$ cat src/qld_pkg.sv
/*
  qld_pkg: register map, field layout, reset values and carriers for the quick link drop
  configuration block.
  assumes: included before every design file of the block.
*/
`default_nettype none
package qld_pkg;
  localparam int unsigned QLD_DATA_W = 32;
  localparam int unsigned QLD_ADDR_W = 12;
  localparam int unsigned QLD_CAUSE_W = 5;
  localparam int unsigned QLD_THR_W = 3;
  localparam int unsigned QLD_TIMER_W = 2;
  // printed offsets are register indices, byte address is index times four
  localparam logic [QLD_ADDR_W-1:0] QLD_IDX_CFG = 12'h02D;
  localparam logic [QLD_ADDR_W-1:0] QLD_IDX_THR = 12'h02E;
  localparam logic [QLD_ADDR_W-1:0] QLD_IDX_CONFIG_FOUR = 12'h031;
  localparam logic [QLD_ADDR_W-1:0] QLD_IDX_IRQ_STS = 12'h040;
  localparam logic [QLD_ADDR_W-1:0] QLD_IDX_IRQ_MASK = 12'h041;
  localparam int unsigned QLD_BYTE_SHIFT = 2;
  // link_drop_config fields
  localparam int unsigned QLD_CFG_FORCE_BIT = 15;
  localparam int unsigned QLD_CFG_EN_BIT = 14;
  localparam int unsigned QLD_CFG_LATCH_LSB = 8;
  localparam int unsigned QLD_CFG_SRC_LSB = 0;
  // link_drop_threshold fields
  localparam int unsigned QLD_THR_RSVA_LSB = 8;
  localparam int unsigned QLD_THR_RSVB_LSB = 4;
  localparam int unsigned QLD_THR_LSB = 0;
  localparam logic [QLD_THR_W-1:0] QLD_THR_RESET = 3'h1;
  localparam logic [QLD_THR_W-1:0] QLD_THR_STRAP_RESET = 3'h2;
  localparam logic [QLD_THR_W-1:0] QLD_THR_RSV_RESET = 3'h2;
  // config_four fields
  localparam int unsigned QLD_C4_RSV8_BIT = 8;
  localparam int unsigned QLD_C4_TEST_BIT = 7;
  localparam int unsigned QLD_C4_TIMER_LSB = 5;
  localparam int unsigned QLD_C4_MIRROR_BIT = 0;
  localparam logic [QLD_TIMER_W-1:0] QLD_TIMER_RESET = 2'h1;
  localparam logic [15:0] QLD_C4_FIXED = 16'h1010;
  localparam logic [QLD_TIMER_W-1:0] QLD_TIMER_11MS = 2'h3;
  localparam logic [QLD_TIMER_W-1:0] QLD_TIMER_800US = 2'h2;
  localparam logic [QLD_TIMER_W-1:0] QLD_TIMER_2US = 2'h1;
  // negotiation timer durations in microseconds and in clock cycles
  localparam int unsigned QLD_CLK_MHZ = 100;
  localparam int unsigned QLD_T11MS_US = 11000;
  localparam int unsigned QLD_T800US_US = 800;
  localparam int unsigned QLD_T2US_US = 2;
  localparam int unsigned QLD_T16MS_US = 16000;
  localparam int unsigned QLD_T11MS_CYC = QLD_T11MS_US * QLD_CLK_MHZ;
  localparam int unsigned QLD_T800US_CYC = QLD_T800US_US * QLD_CLK_MHZ;
  localparam int unsigned QLD_T2US_CYC = QLD_T2US_US * QLD_CLK_MHZ;
  localparam int unsigned QLD_T16MS_CYC = QLD_T16MS_US * QLD_CLK_MHZ;
  localparam int unsigned QLD_TMR_W = 21;
  // cause bit positions inside the five-bit fields
  localparam int unsigned QLD_C_DESCR = 4;
  localparam int unsigned QLD_C_RXERR = 3;
  localparam int unsigned QLD_C_MLT3 = 2;
  localparam int unsigned QLD_C_SNR = 1;
  localparam int unsigned QLD_C_ENERGY = 0;
  // interrupt status and mask layout
  localparam int unsigned QLD_IRQ_W = 6;
  localparam int unsigned QLD_IRQ_TMR_BIT = 5;

  typedef struct packed {
    logic descr_loss;
    logic rx_err;
    logic mlt3_err;
    logic snr_low;
    logic link_drop;
  } qld_cause_s;

  typedef struct packed {
    logic force_partner_drop;
    logic quick_drop_active;
    logic test_mode;
    logic mirror;
    logic timer_done;
  } qld_ctrl_s;
endpackage
`default_nettype wire

$ cat src/qld_neg_timer.sv
/*
  qld_neg_timer: serial negotiation timer, counts the selected duration after a start pulse.
  assumes: start is a one-cycle pulse; a new start restarts the count.
*/
`timescale 1ns/1ps
`default_nettype none
module qld_neg_timer
  import qld_pkg::*;
#(
  parameter int unsigned T11MS_CYC = QLD_T11MS_CYC,
  parameter int unsigned T800US_CYC = QLD_T800US_CYC,
  parameter int unsigned T2US_CYC = QLD_T2US_CYC,
  parameter int unsigned T16MS_CYC = QLD_T16MS_CYC
) (
  input wire logic clk_in,
  input wire logic rst_n_in,
  input wire logic start_in,
  input wire logic [QLD_TIMER_W-1:0] sel_in,
  output logic done_out
);
  initial begin
    if (T16MS_CYC >= (1 << QLD_TMR_W) || T11MS_CYC >= (1 << QLD_TMR_W) ||
        T2US_CYC < 1 || T800US_CYC < 1) begin
      $error("qld_neg_timer: timer count out of range");
    end
  end

  function automatic logic [QLD_TMR_W-1:0] load_of(input logic [QLD_TIMER_W-1:0] s);
    if (s == QLD_TIMER_11MS) begin
      load_of = QLD_TMR_W'(T11MS_CYC);
    end else if (s == QLD_TIMER_800US) begin
      load_of = QLD_TMR_W'(T800US_CYC);
    end else if (s == QLD_TIMER_2US) begin
      load_of = QLD_TMR_W'(T2US_CYC);
    end else begin
      load_of = QLD_TMR_W'(T16MS_CYC);
    end
  endfunction

  logic [QLD_TMR_W-1:0] count;
  logic [QLD_TMR_W-1:0] next_count;
  logic running;
  logic next_running;
  logic next_done;

  always_comb begin
    next_count = count;
    next_running = running;
    next_done = 1'b0;
    if (start_in) begin
      next_count = load_of(sel_in);
      next_running = 1'b1;
    end else if (running) begin
      if (count == QLD_TMR_W'(1)) begin
        next_running = 1'b0;
        next_done = 1'b1;
      end
      next_count = count - QLD_TMR_W'(1);
    end
  end

  always_ff @(posedge clk_in or negedge rst_n_in) begin
    if (!rst_n_in) begin
      count <= '0;
      running <= 1'b0;
      done_out <= 1'b0;
    end else begin
      count <= next_count;
      running <= next_running;
      done_out <= next_done;
    end
  end
endmodule
`default_nettype wire

$ cat src/qld_regs.sv
/*
  qld_regs: APB register bank for quick link drop configuration, cause latching,
  energy threshold compare, test mode, negotiation timer select and pair mirroring.
  assumes: one 100 MHz clock, asynchronous active-low reset, cause inputs and straps
  synchronous to the clock; cause detectors live outside.
*/
`timescale 1ns/1ps
`default_nettype none
module qld_regs
  import qld_pkg::*;
#(
  parameter int unsigned T11MS_CYC = QLD_T11MS_CYC,
  parameter int unsigned T800US_CYC = QLD_T800US_CYC,
  parameter int unsigned T2US_CYC = QLD_T2US_CYC,
  parameter int unsigned T16MS_CYC = QLD_T16MS_CYC
) (
  input wire logic CORE_CLK_IN,
  input wire logic RST_N_IN,
  input wire logic PSEL_IN,
  input wire logic PENABLE_IN,
  input wire logic PWRITE_IN,
  input wire logic [QLD_ADDR_W+1:0] PADDR_IN,
  input wire logic [QLD_DATA_W-1:0] PWDATA_IN,
  input wire logic [3:0] PSTRB_IN,
  output logic PREADY_OUT,
  output logic [QLD_DATA_W-1:0] PRDATA_OUT,
  output logic PSLVERR_OUT,
  input wire qld_cause_s CAUSE_IN,
  input wire logic [QLD_THR_W-1:0] ENERGY_ACC_IN,
  input wire logic SIGNAL_DETECT_IN,
  input wire logic QUICK_DROP_STRAP_IN,
  input wire logic TEST_MODE_STRAP_IN,
  input wire logic MIRROR_STRAP_IN,
  input wire logic NEG_TIMER_START_IN,
  output qld_ctrl_s CTRL_OUT,
  output logic [QLD_CAUSE_W-1:0] CAUSE_LATCH_OUT,
  output logic IRQ_OUT
);
  typedef enum logic [1:0] {QLD_IDLE, QLD_STRAP, QLD_RUN} qld_phase_e;

  function automatic logic [QLD_CAUSE_W-1:0] cause_vec(input qld_cause_s c, input logic e);
    cause_vec = {c.descr_loss, c.rx_err, c.mlt3_err, c.snr_low, e};
  endfunction

  function automatic logic [QLD_DATA_W-1:0] word_of(input logic [15:0] w);
    word_of = QLD_DATA_W'(w);
  endfunction

  function automatic logic [QLD_DATA_W-1:0] irq_word(input logic [QLD_IRQ_W-1:0] v);
    irq_word = QLD_DATA_W'(v);
  endfunction

  initial begin
    if (T2US_CYC < 1 || T800US_CYC < 1 || T11MS_CYC < 1 || T16MS_CYC < 1) begin
      $error("qld_regs: timer counts must be at least one");
    end
  end

  qld_phase_e phase;
  qld_phase_e next_phase;
  logic force_drop, next_force_drop;
  logic drop_en, next_drop_en;
  logic [QLD_CAUSE_W-1:0] latch, next_latch;
  logic [QLD_CAUSE_W-1:0] src_sel, next_src_sel;
  logic [QLD_THR_W-1:0] thr, next_thr;
  logic [QLD_THR_W-1:0] thr_rsva, next_thr_rsva;
  logic [QLD_THR_W-1:0] thr_rsvb, next_thr_rsvb;
  logic c4_rsv8, next_c4_rsv8;
  logic test_one, next_test_one;
  logic [QLD_TIMER_W-1:0] neg_sel, next_neg_sel;
  logic mirror, next_mirror;
  logic [QLD_IRQ_W-1:0] irq_sts, next_irq_sts;
  logic [QLD_IRQ_W-1:0] irq_mask, next_irq_mask;
  logic pready, next_pready;
  logic [QLD_DATA_W-1:0] prdata, next_prdata;
  logic pslverr, next_pslverr;
  qld_ctrl_s ctrl, next_ctrl;
  logic irq, next_irq;
  logic timer_done;
  logic energy_lost;
  logic [QLD_CAUSE_W-1:0] live_cause;
  logic [QLD_CAUSE_W-1:0] drop_hit;
  logic [QLD_ADDR_W-1:0] idx;
  logic access, wr, rd;
  logic hit_cfg, hit_thr, hit_c4, hit_sts, hit_mask;
  logic [15:0] cfg_word, thr_word, c4_word;

  qld_neg_timer #(
    .T11MS_CYC(T11MS_CYC),
    .T800US_CYC(T800US_CYC),
    .T2US_CYC(T2US_CYC),
    .T16MS_CYC(T16MS_CYC)
  ) u_timer (
    .clk_in(CORE_CLK_IN),
    .rst_n_in(RST_N_IN),
    .start_in(NEG_TIMER_START_IN),
    .sel_in(neg_sel),
    .done_out(timer_done)
  );

  assign energy_lost = (ENERGY_ACC_IN < thr);
  assign live_cause = cause_vec(CAUSE_IN, energy_lost);
  // cause counts only when enabled, quick drop on, and the link drops
  assign drop_hit = live_cause & src_sel &
                    {QLD_CAUSE_W{drop_en & CAUSE_IN.link_drop}};
  assign idx = PADDR_IN[QLD_ADDR_W+1:QLD_BYTE_SHIFT];
  assign access = PSEL_IN && PENABLE_IN && !pready;
  assign wr = access && PWRITE_IN && PSTRB_IN[0] && PSTRB_IN[1];
  assign rd = access && !PWRITE_IN;

  // register index decode
  always_comb begin
    hit_cfg = 1'b0;
    hit_thr = 1'b0;
    hit_c4 = 1'b0;
    hit_sts = 1'b0;
    hit_mask = 1'b0;
    if (idx == QLD_IDX_CFG) begin
      hit_cfg = 1'b1;
    end else if (idx == QLD_IDX_THR) begin
      hit_thr = 1'b1;
    end else if (idx == QLD_IDX_CONFIG_FOUR) begin
      hit_c4 = 1'b1;
    end else if (idx == QLD_IDX_IRQ_STS) begin
      hit_sts = 1'b1;
    end else if (idx == QLD_IDX_IRQ_MASK) begin
      hit_mask = 1'b1;
    end
  end

  always_comb begin
    cfg_word = '0;
    cfg_word[QLD_CFG_FORCE_BIT] = force_drop;
    cfg_word[QLD_CFG_EN_BIT] = drop_en;
    cfg_word[QLD_CFG_LATCH_LSB +: QLD_CAUSE_W] = latch;
    cfg_word[QLD_CFG_SRC_LSB +: QLD_CAUSE_W] = src_sel;
    thr_word = '0;
    thr_word[QLD_THR_RSVA_LSB +: QLD_THR_W] = thr_rsva;
    thr_word[QLD_THR_RSVB_LSB +: QLD_THR_W] = thr_rsvb;
    thr_word[QLD_THR_LSB +: QLD_THR_W] = thr;
    c4_word = QLD_C4_FIXED;
    c4_word[QLD_C4_RSV8_BIT] = c4_rsv8;
    c4_word[QLD_C4_TEST_BIT] = test_one;
    c4_word[QLD_C4_TIMER_LSB +: QLD_TIMER_W] = neg_sel;
    c4_word[QLD_C4_MIRROR_BIT] = mirror;
  end

  always_comb begin
    next_phase = phase;
    next_force_drop = force_drop;
    next_drop_en = drop_en;
    next_src_sel = src_sel;
    next_thr = thr;
    next_thr_rsva = thr_rsva;
    next_thr_rsvb = thr_rsvb;
    next_c4_rsv8 = c4_rsv8;
    next_test_one = test_one;
    next_neg_sel = neg_sel;
    next_mirror = mirror;
    next_irq_mask = irq_mask;
    next_irq_sts = irq_sts;
    next_latch = latch;
    next_pready = 1'b0;
    next_prdata = prdata;
    next_pslverr = 1'b0;
    // straps are caught once, in the second cycle after reset release
    case (phase)
      QLD_IDLE: begin
        next_phase = QLD_STRAP;
      end
      QLD_STRAP: begin
        next_test_one = TEST_MODE_STRAP_IN;
        next_mirror = MIRROR_STRAP_IN;
        next_thr = QUICK_DROP_STRAP_IN ? QLD_THR_STRAP_RESET : QLD_THR_RESET;
        next_drop_en = QUICK_DROP_STRAP_IN;
        next_phase = QLD_RUN;
      end
      default: begin
        next_phase = QLD_RUN;
      end
    endcase
    if (access) begin
      next_pready = 1'b1;
      if (hit_cfg) begin
        next_prdata = word_of(cfg_word);
        if (wr) begin
          next_force_drop = PWDATA_IN[QLD_CFG_FORCE_BIT];
          next_drop_en = PWDATA_IN[QLD_CFG_EN_BIT];
          next_src_sel = PWDATA_IN[QLD_CFG_SRC_LSB +: QLD_CAUSE_W];
        end
      end else if (hit_thr) begin
        next_prdata = word_of(thr_word);
        if (wr) begin
          next_thr = PWDATA_IN[QLD_THR_LSB +: QLD_THR_W];
          next_thr_rsva = PWDATA_IN[QLD_THR_RSVA_LSB +: QLD_THR_W];
          next_thr_rsvb = PWDATA_IN[QLD_THR_RSVB_LSB +: QLD_THR_W];
        end
      end else if (hit_c4) begin
        next_prdata = word_of(c4_word);
        if (wr) begin
          next_c4_rsv8 = PWDATA_IN[QLD_C4_RSV8_BIT];
          next_test_one = PWDATA_IN[QLD_C4_TEST_BIT];
          next_neg_sel = PWDATA_IN[QLD_C4_TIMER_LSB +: QLD_TIMER_W];
          next_mirror = PWDATA_IN[QLD_C4_MIRROR_BIT];
        end
      end else if (hit_sts) begin
        next_prdata = irq_word(irq_sts);
        if (wr) begin
          next_irq_sts = irq_sts & ~PWDATA_IN[QLD_IRQ_W-1:0];
        end
      end else if (hit_mask) begin
        next_prdata = irq_word(irq_mask);
        if (wr) begin
          next_irq_mask = PWDATA_IN[QLD_IRQ_W-1:0];
        end
      end else begin
        next_prdata = '0;
        next_pslverr = 1'b1;
      end
    end
    // read of the config register releases the latch to the live state
    if (rd && hit_cfg) begin
      next_latch = drop_hit;
    end else begin
      next_latch = latch | drop_hit;
    end
    // hardware set wins over a software clear
    next_irq_sts = next_irq_sts | {timer_done, drop_hit};
    next_ctrl.force_partner_drop = next_force_drop & ~SIGNAL_DETECT_IN;
    next_ctrl.quick_drop_active = next_drop_en;
    next_ctrl.test_mode = next_test_one;
    next_ctrl.mirror = next_mirror;
    next_ctrl.timer_done = timer_done;
    next_irq = |(next_irq_sts & next_irq_mask);
  end

  always_ff @(posedge CORE_CLK_IN or negedge RST_N_IN) begin
    if (!RST_N_IN) begin
      phase <= QLD_IDLE;
      force_drop <= 1'b0;
      drop_en <= 1'b0;
      latch <= '0;
      src_sel <= '0;
      thr <= QLD_THR_RESET;
      thr_rsva <= QLD_THR_RSV_RESET;
      thr_rsvb <= QLD_THR_RSV_RESET;
      c4_rsv8 <= 1'b0;
      test_one <= 1'b0;
      neg_sel <= QLD_TIMER_RESET;
      mirror <= 1'b0;
      irq_sts <= '0;
      irq_mask <= '0;
      pready <= 1'b0;
      prdata <= '0;
      pslverr <= 1'b0;
      ctrl <= '0;
      irq <= 1'b0;
    end else begin
      phase <= next_phase;
      force_drop <= next_force_drop;
      drop_en <= next_drop_en;
      latch <= next_latch;
      src_sel <= next_src_sel;
      thr <= next_thr;
      thr_rsva <= next_thr_rsva;
      thr_rsvb <= next_thr_rsvb;
      c4_rsv8 <= next_c4_rsv8;
      test_one <= next_test_one;
      neg_sel <= next_neg_sel;
      mirror <= next_mirror;
      irq_sts <= next_irq_sts;
      irq_mask <= next_irq_mask;
      pready <= next_pready;
      prdata <= next_prdata;
      pslverr <= next_pslverr;
      ctrl <= next_ctrl;
      irq <= next_irq;
    end
  end

  assign PREADY_OUT = pready;
  assign PRDATA_OUT = prdata;
  assign PSLVERR_OUT = pslverr;
  assign CTRL_OUT = ctrl;
  assign CAUSE_LATCH_OUT = latch;
  assign IRQ_OUT = irq;
endmodule
`default_nettype wire

$ cat config.mk
export PLATFORM = sky130hd
export DESIGN_NAME = qld_regs
export DESIGN_NICKNAME = d
export VERILOG_FILES = /design/src/qld_pkg.sv /design/src/qld_neg_timer.sv /design/src/qld_regs.sv
export SDC_FILE = /design/constraint.sdc
export NUM_CORES = 1
export LEC_CHECK = 0
export ABC_AREA = 1
export BUFFER_PORTS_ARGS = -buffer_cell sky130_fd_sc_hd__buf_2
export CAP_MARGIN = 20
export CORE_MARGIN = 10
export CORE_UTILIZATION = 50
export CTS_BUF_LIST = sky130_fd_sc_hd__clkbuf_2 sky130_fd_sc_hd__clkbuf_4 sky130_fd_sc_hd__clkbuf_8
export CTS_CLUSTER_SIZE = 28
export DETAILED_ROUTE_END_ITERATION = 7
export HOLD_SLACK_MARGIN = 0.12
export PLACE_DENSITY = 0.78
export SYNTH_ARGS = -nofsm -noshare
export SYNTH_HDL_FRONTEND = slang
export SYNTH_SLANG_ARGS = --single-unit
$ cat constraint.sdc
create_clock -name CORE_CLK_IN -period 1.48 [get_ports CORE_CLK_IN]
set_input_delay 0.222 -clock CORE_CLK_IN [delete_from_list [all_inputs] [get_ports CORE_CLK_IN]]
set_output_delay 0.222 -clock CORE_CLK_IN [all_outputs]
set_load 0.03 [all_outputs]
==> results list <==
- The run finished, with violations left.
* Failing checks: design-rule violations
- The count of buffers added on input and output ports is 72.
- The share of the Yosys chip area taken by registers is around 45%.
- Summing all flip-flop and latch instances after layout gives 0.00208 mm2.
- Filler cells: around 740
- Clock tree sinks: 83
* Endpoint arrival time on the critical path: approximately 1.7 ns
- In this run the cell area of the synthesized design comes to 0.00463 mm2.
* Number of maximum-capacitance violations: 0
- Dividing the detail-routed via count by the number of cells gives approximately 5.3.
- Startpoint Class: flop
- The root buffer cell chosen for the clock tree is sky130_fd_sc_hd__clkbuf_8.
* Final cell count without fillers: about 850
* Unrepaired setup endpoints after global routing: yes
- Pin count of the biggest net entering global routing: between 80 and 90
- Row generation in the floorplan step produced 35 rows.
- Between clock sinks in the finished design, the worst skew comes to 0.0172 ns.
* Area delta synth->final: 27.9%
- Clk slew on worst S/H paths: 0.10 ns
* GRT Total Usage: a little over 20%
* Number of enable flip-flop cells after synthesis: 0
* Wire length of the first global-routing pass: around 22000 um
- The worst setup path is of the reg -> reg kind.
- Tmin final: approximately 1.5 ns
- Count of routing violations after the opening detailed-route iteration: about 430
- Final GP Congestion: about 0.95
- Vias in the first global route: roughly 4500
* Effective utilization at floorplan: 50.8%
* DP Cell Count: about 820
* Average routed wire per standard cell: 16.1 um
- Among all flip-flop cells after synthesis, the most frequent one is sky130_fd_sc_hd__dfrtp_1.
- The HPWL after detailed placement is ~10000 um.
- Post-Place Setup Slack: -0.167 ns
- The H-tree was split into 3 levels.
* Nets@finish: 810
- Peak fanout along the critical path: 6
* Chip width: 116 um
* Share of synthesized flip-flops with an asynchronous set or reset: 100%
* Die Y: ~120 um
- Setup violation total in the final timing report: 0
- After floorplanning, the core was sized to cover 0.00911 mm2.
- Number of clock buffers inserted by TritonCTS: 9
- HP Class: in -> reg
- Antenna viol nets, final: 0
* Max-slew violation total from the final report: 0
- During synthesis, Yosys emitted a total of 0 warnings.
- TritonCTS built the clock tree.
* Maximum root-to-sink buffer count: 2
- Mean instance size in the synthesized netlist: 7.79 um2
* Count of endpoints failing hold in the final timing report: 0
- During I/O placement, the number of pins put on the boundary was about 110.
* Multi-input combinational cell area: 0.00231 mm2
- Die footprint: ~0.014 mm2
* Data required, critical path: between 1.5 and 2 ns
- Count of inserted antenna diode cells: 0
- Leftover overflow at the end of global routing: 0
* Worst-case vdd ir drop: about 0.00043 V
* Length of the first detailed-routing pass in iterations: 8
* Fraction of layout cells with a size suffix above 1: around 30%
- Dividing the final minimum period by the clock period gives about 100%.
- Post-detailed-routing wire length: between 10000 and 15000 um
- Leakage: 3.17 nW
- After detailed routing, the number of remaining DRC violations is 1.
- Synthesis produced a netlist whose cell count is ~590.
- After synthesis the netlist holds a flip-flop and latch count of between 80 and 90.
* Upper clock frequency limit: approximately 700 MHz
- Clock insertion delay at the later pin of the skew report: about 0.37 ns
- Antenna violations before repair: 0
* Via count: around 4500
* Post-route worst setup slack: between 0.01 and 0.015 ns
- Worst Setup End Kind: flop
- Power spread over the standard cell area amounts to 801 mW/mm2.
* Library cells used by synthesis: 41
-- synthesized netlist by cell type (3+ instances only) --
cell type,number,area share (%)
sky130_fd_sc_hd__a21oi_1,16,1.7
sky130_fd_sc_hd__inv_2,7,0.57
sky130_fd_sc_hd__nor2_2,9,1.2
sky130_fd_sc_hd__nand2_4,3,0.73
sky130_fd_sc_hd__nor2_4,5,1.2
sky130_fd_sc_hd__o21ai_1,15,1.6
sky130_fd_sc_hd__nand4_1,10,1.4
sky130_fd_sc_hd__o21ai_0,26,2.8
sky130_fd_sc_hd__nand3_1,35,3.8
sky130_fd_sc_hd__a22oi_1,3,0.49
sky130_fd_sc_hd__inv_1,68,5.5
sky130_fd_sc_hd__o211ai_1,6,0.97
sky130_fd_sc_hd__nand2_1,167,14
sky130_fd_sc_hd__a22o_1,5,0.95
sky130_fd_sc_hd__ha_1,10,2.7
sky130_fd_sc_hd__nand2_2,5,0.68
sky130_fd_sc_hd__buf_2,4,0.43
sky130_fd_sc_hd__a31oi_1,6,0.81
sky130_fd_sc_hd__dfrtp_1,79,43
sky130_fd_sc_hd__xor2_1,7,1.3
sky130_fd_sc_hd__buf_4,20,3.2
sky130_fd_sc_hd__nor3_1,6,0.65
sky130_fd_sc_hd__nand3_2,5,1.1
sky130_fd_sc_hd__dfstp_2,4,2.3
sky130_fd_sc_hd__nor2_1,51,4.1
sky130_fd_sc_hd__clkbuf_1,3,0.24
-- report_power, final --
group	switching [W]	leakage (nW)	internal (W)
Combinational	0.000481	2.01	0.000324
Clock	0.000896	0.0893	0.000667
Sequential	0.0000539	1.07	0.00232
-- cell usage in the layout (no fill, tap or decap), types with 15 or more instances in the layout --
master and instances:
sky130_fd_sc_hd__conb_1 17, sky130_fd_sc_hd__nor2_1 31, sky130_fd_sc_hd__o21ai_1 17, sky130_fd_sc_hd__nand3_1 34, sky130_fd_sc_hd__dfrtp_1 77, sky130_fd_sc_hd__nor2_2 24
sky130_fd_sc_hd__buf_4 54, sky130_fd_sc_hd__buf_2 71, sky130_fd_sc_hd__o21ai_0 24, sky130_fd_sc_hd__nand2_1 162, sky130_fd_sc_hd__a21oi_1 15, sky130_fd_sc_hd__inv_1 64
-- metal layers --
layer | track usage, % | part of all wire [%] | up-vias | wire length, um
met2 | 34.4 | 51 | 189 | 6930
met3 | 4.01 | 5.8 | 46 | 787
met5 | 0 | 0 | - | 0
met4 | 8.26 | 3.3 | 0 | 451
met1 | 24.4 | 40 | 2116 | 5480
li1 | - | - | 2164 | -
-- through the flow --
stage	total power, W	hold WS [ns]	area, um2	TNS, ns	util (%)
after floorplan	0.00276	-0.0736	4690	0	-
after global placement	0.00304	0.285	5420	-0.126	59.5
after detailed placement	0.00307	0.286	5420	-0.718	59.5
after CTS	0.00467	0.125	5770	-0.0180	63.3
after global routing	0.00495	0.148	5920	-1.04	65.0
final	0.00474	0.133	5920	0	65.0
-- path summary, 6_finish.rpt --
path / from / to / slack, ns / cells after the start
worst max register to register: PREADY_OUT$_DFF_PN0_ / thr_rsvb[0]$_DFFE_PN0P_ / 0.01 / 7
worst max-delay path: PREADY_OUT$_DFF_PN0_ / thr_rsvb[0]$_DFFE_PN0P_ / 0.01 / 7
max in group asynchronous: RST_N_IN / neg_sel[0]$_DFFE_PN1P_ / 0.65 / 3
worst min register to register: phase[0]$_DFF_PN0_ / phase[0]$_DFF_PN0_ / 0.44 / 1
min in group asynchronous: RST_N_IN / u_timer.count[18]$_DFFE_PN0P_ / 0.38 / 3
worst min-delay path: PWDATA_IN[3] / src_sel[3]$_DFFE_PN0P_ / 0.13 / 3
-- worst max-delay path, cell delays in order, from the launching register on --
cell                      delay [ns]
sky130_fd_sc_hd__dfrtp_2        0.45
sky130_fd_sc_hd__inv_2          0.08
sky130_fd_sc_hd__nand3_4        0.11
sky130_fd_sc_hd__nor2_4         0.22
sky130_fd_sc_hd__nand3_2        0.17
sky130_fd_sc_hd__buf_4          0.20
sky130_fd_sc_hd__nand2_1        0.05
sky130_fd_sc_hd__o21ai_1        0.06
-- area by class of cell --
class	count	share of cell area [%]
clock buffer	10	2.33
clock inverter	6	0.782
inverter	76	4.86
multi-input combinational	424	39.0
sequential	83	35.2
tap	111	2.35
timing repair buffer	138	15.5
-- flip-flops by register name (all words and copies together), names as in the netlist, 3 cells and up --
register,cells
u_timer.count,21
irq_sts,6
CAUSE_LATCH_OUT,5
PRDATA_OUT,15
irq_mask,6
src_sel,5
thr_rsva,3
thr,3
thr_rsvb,3
CTRL_OUT,5
-- cells by family after synthesis --
group,count (synthesis),synth area share [%]
adder cells (fa/ha/maj),10,2.70
AO/OA/AOI/OAI,86,10.9
buffers and inverters,104,10.3
AND/OR/NAND/NOR,302,29.5
flip-flops,83,45.0
other,1,0.0810
XOR/XNOR,8,1.51
-- timing repair --
item / 4_1_cts / 5_1_grt
resized for setup: 13 / 42
hold buffers: 8 / 0
pin swaps: 4 / 14
endpoints found under the setup margin: 17 / 42
buffers inserted: 3 / 3
cloned: 1 / 0
hold endpoints to repair: 87 / 0
Note: power is estimated with default switching activity, not from simulation.
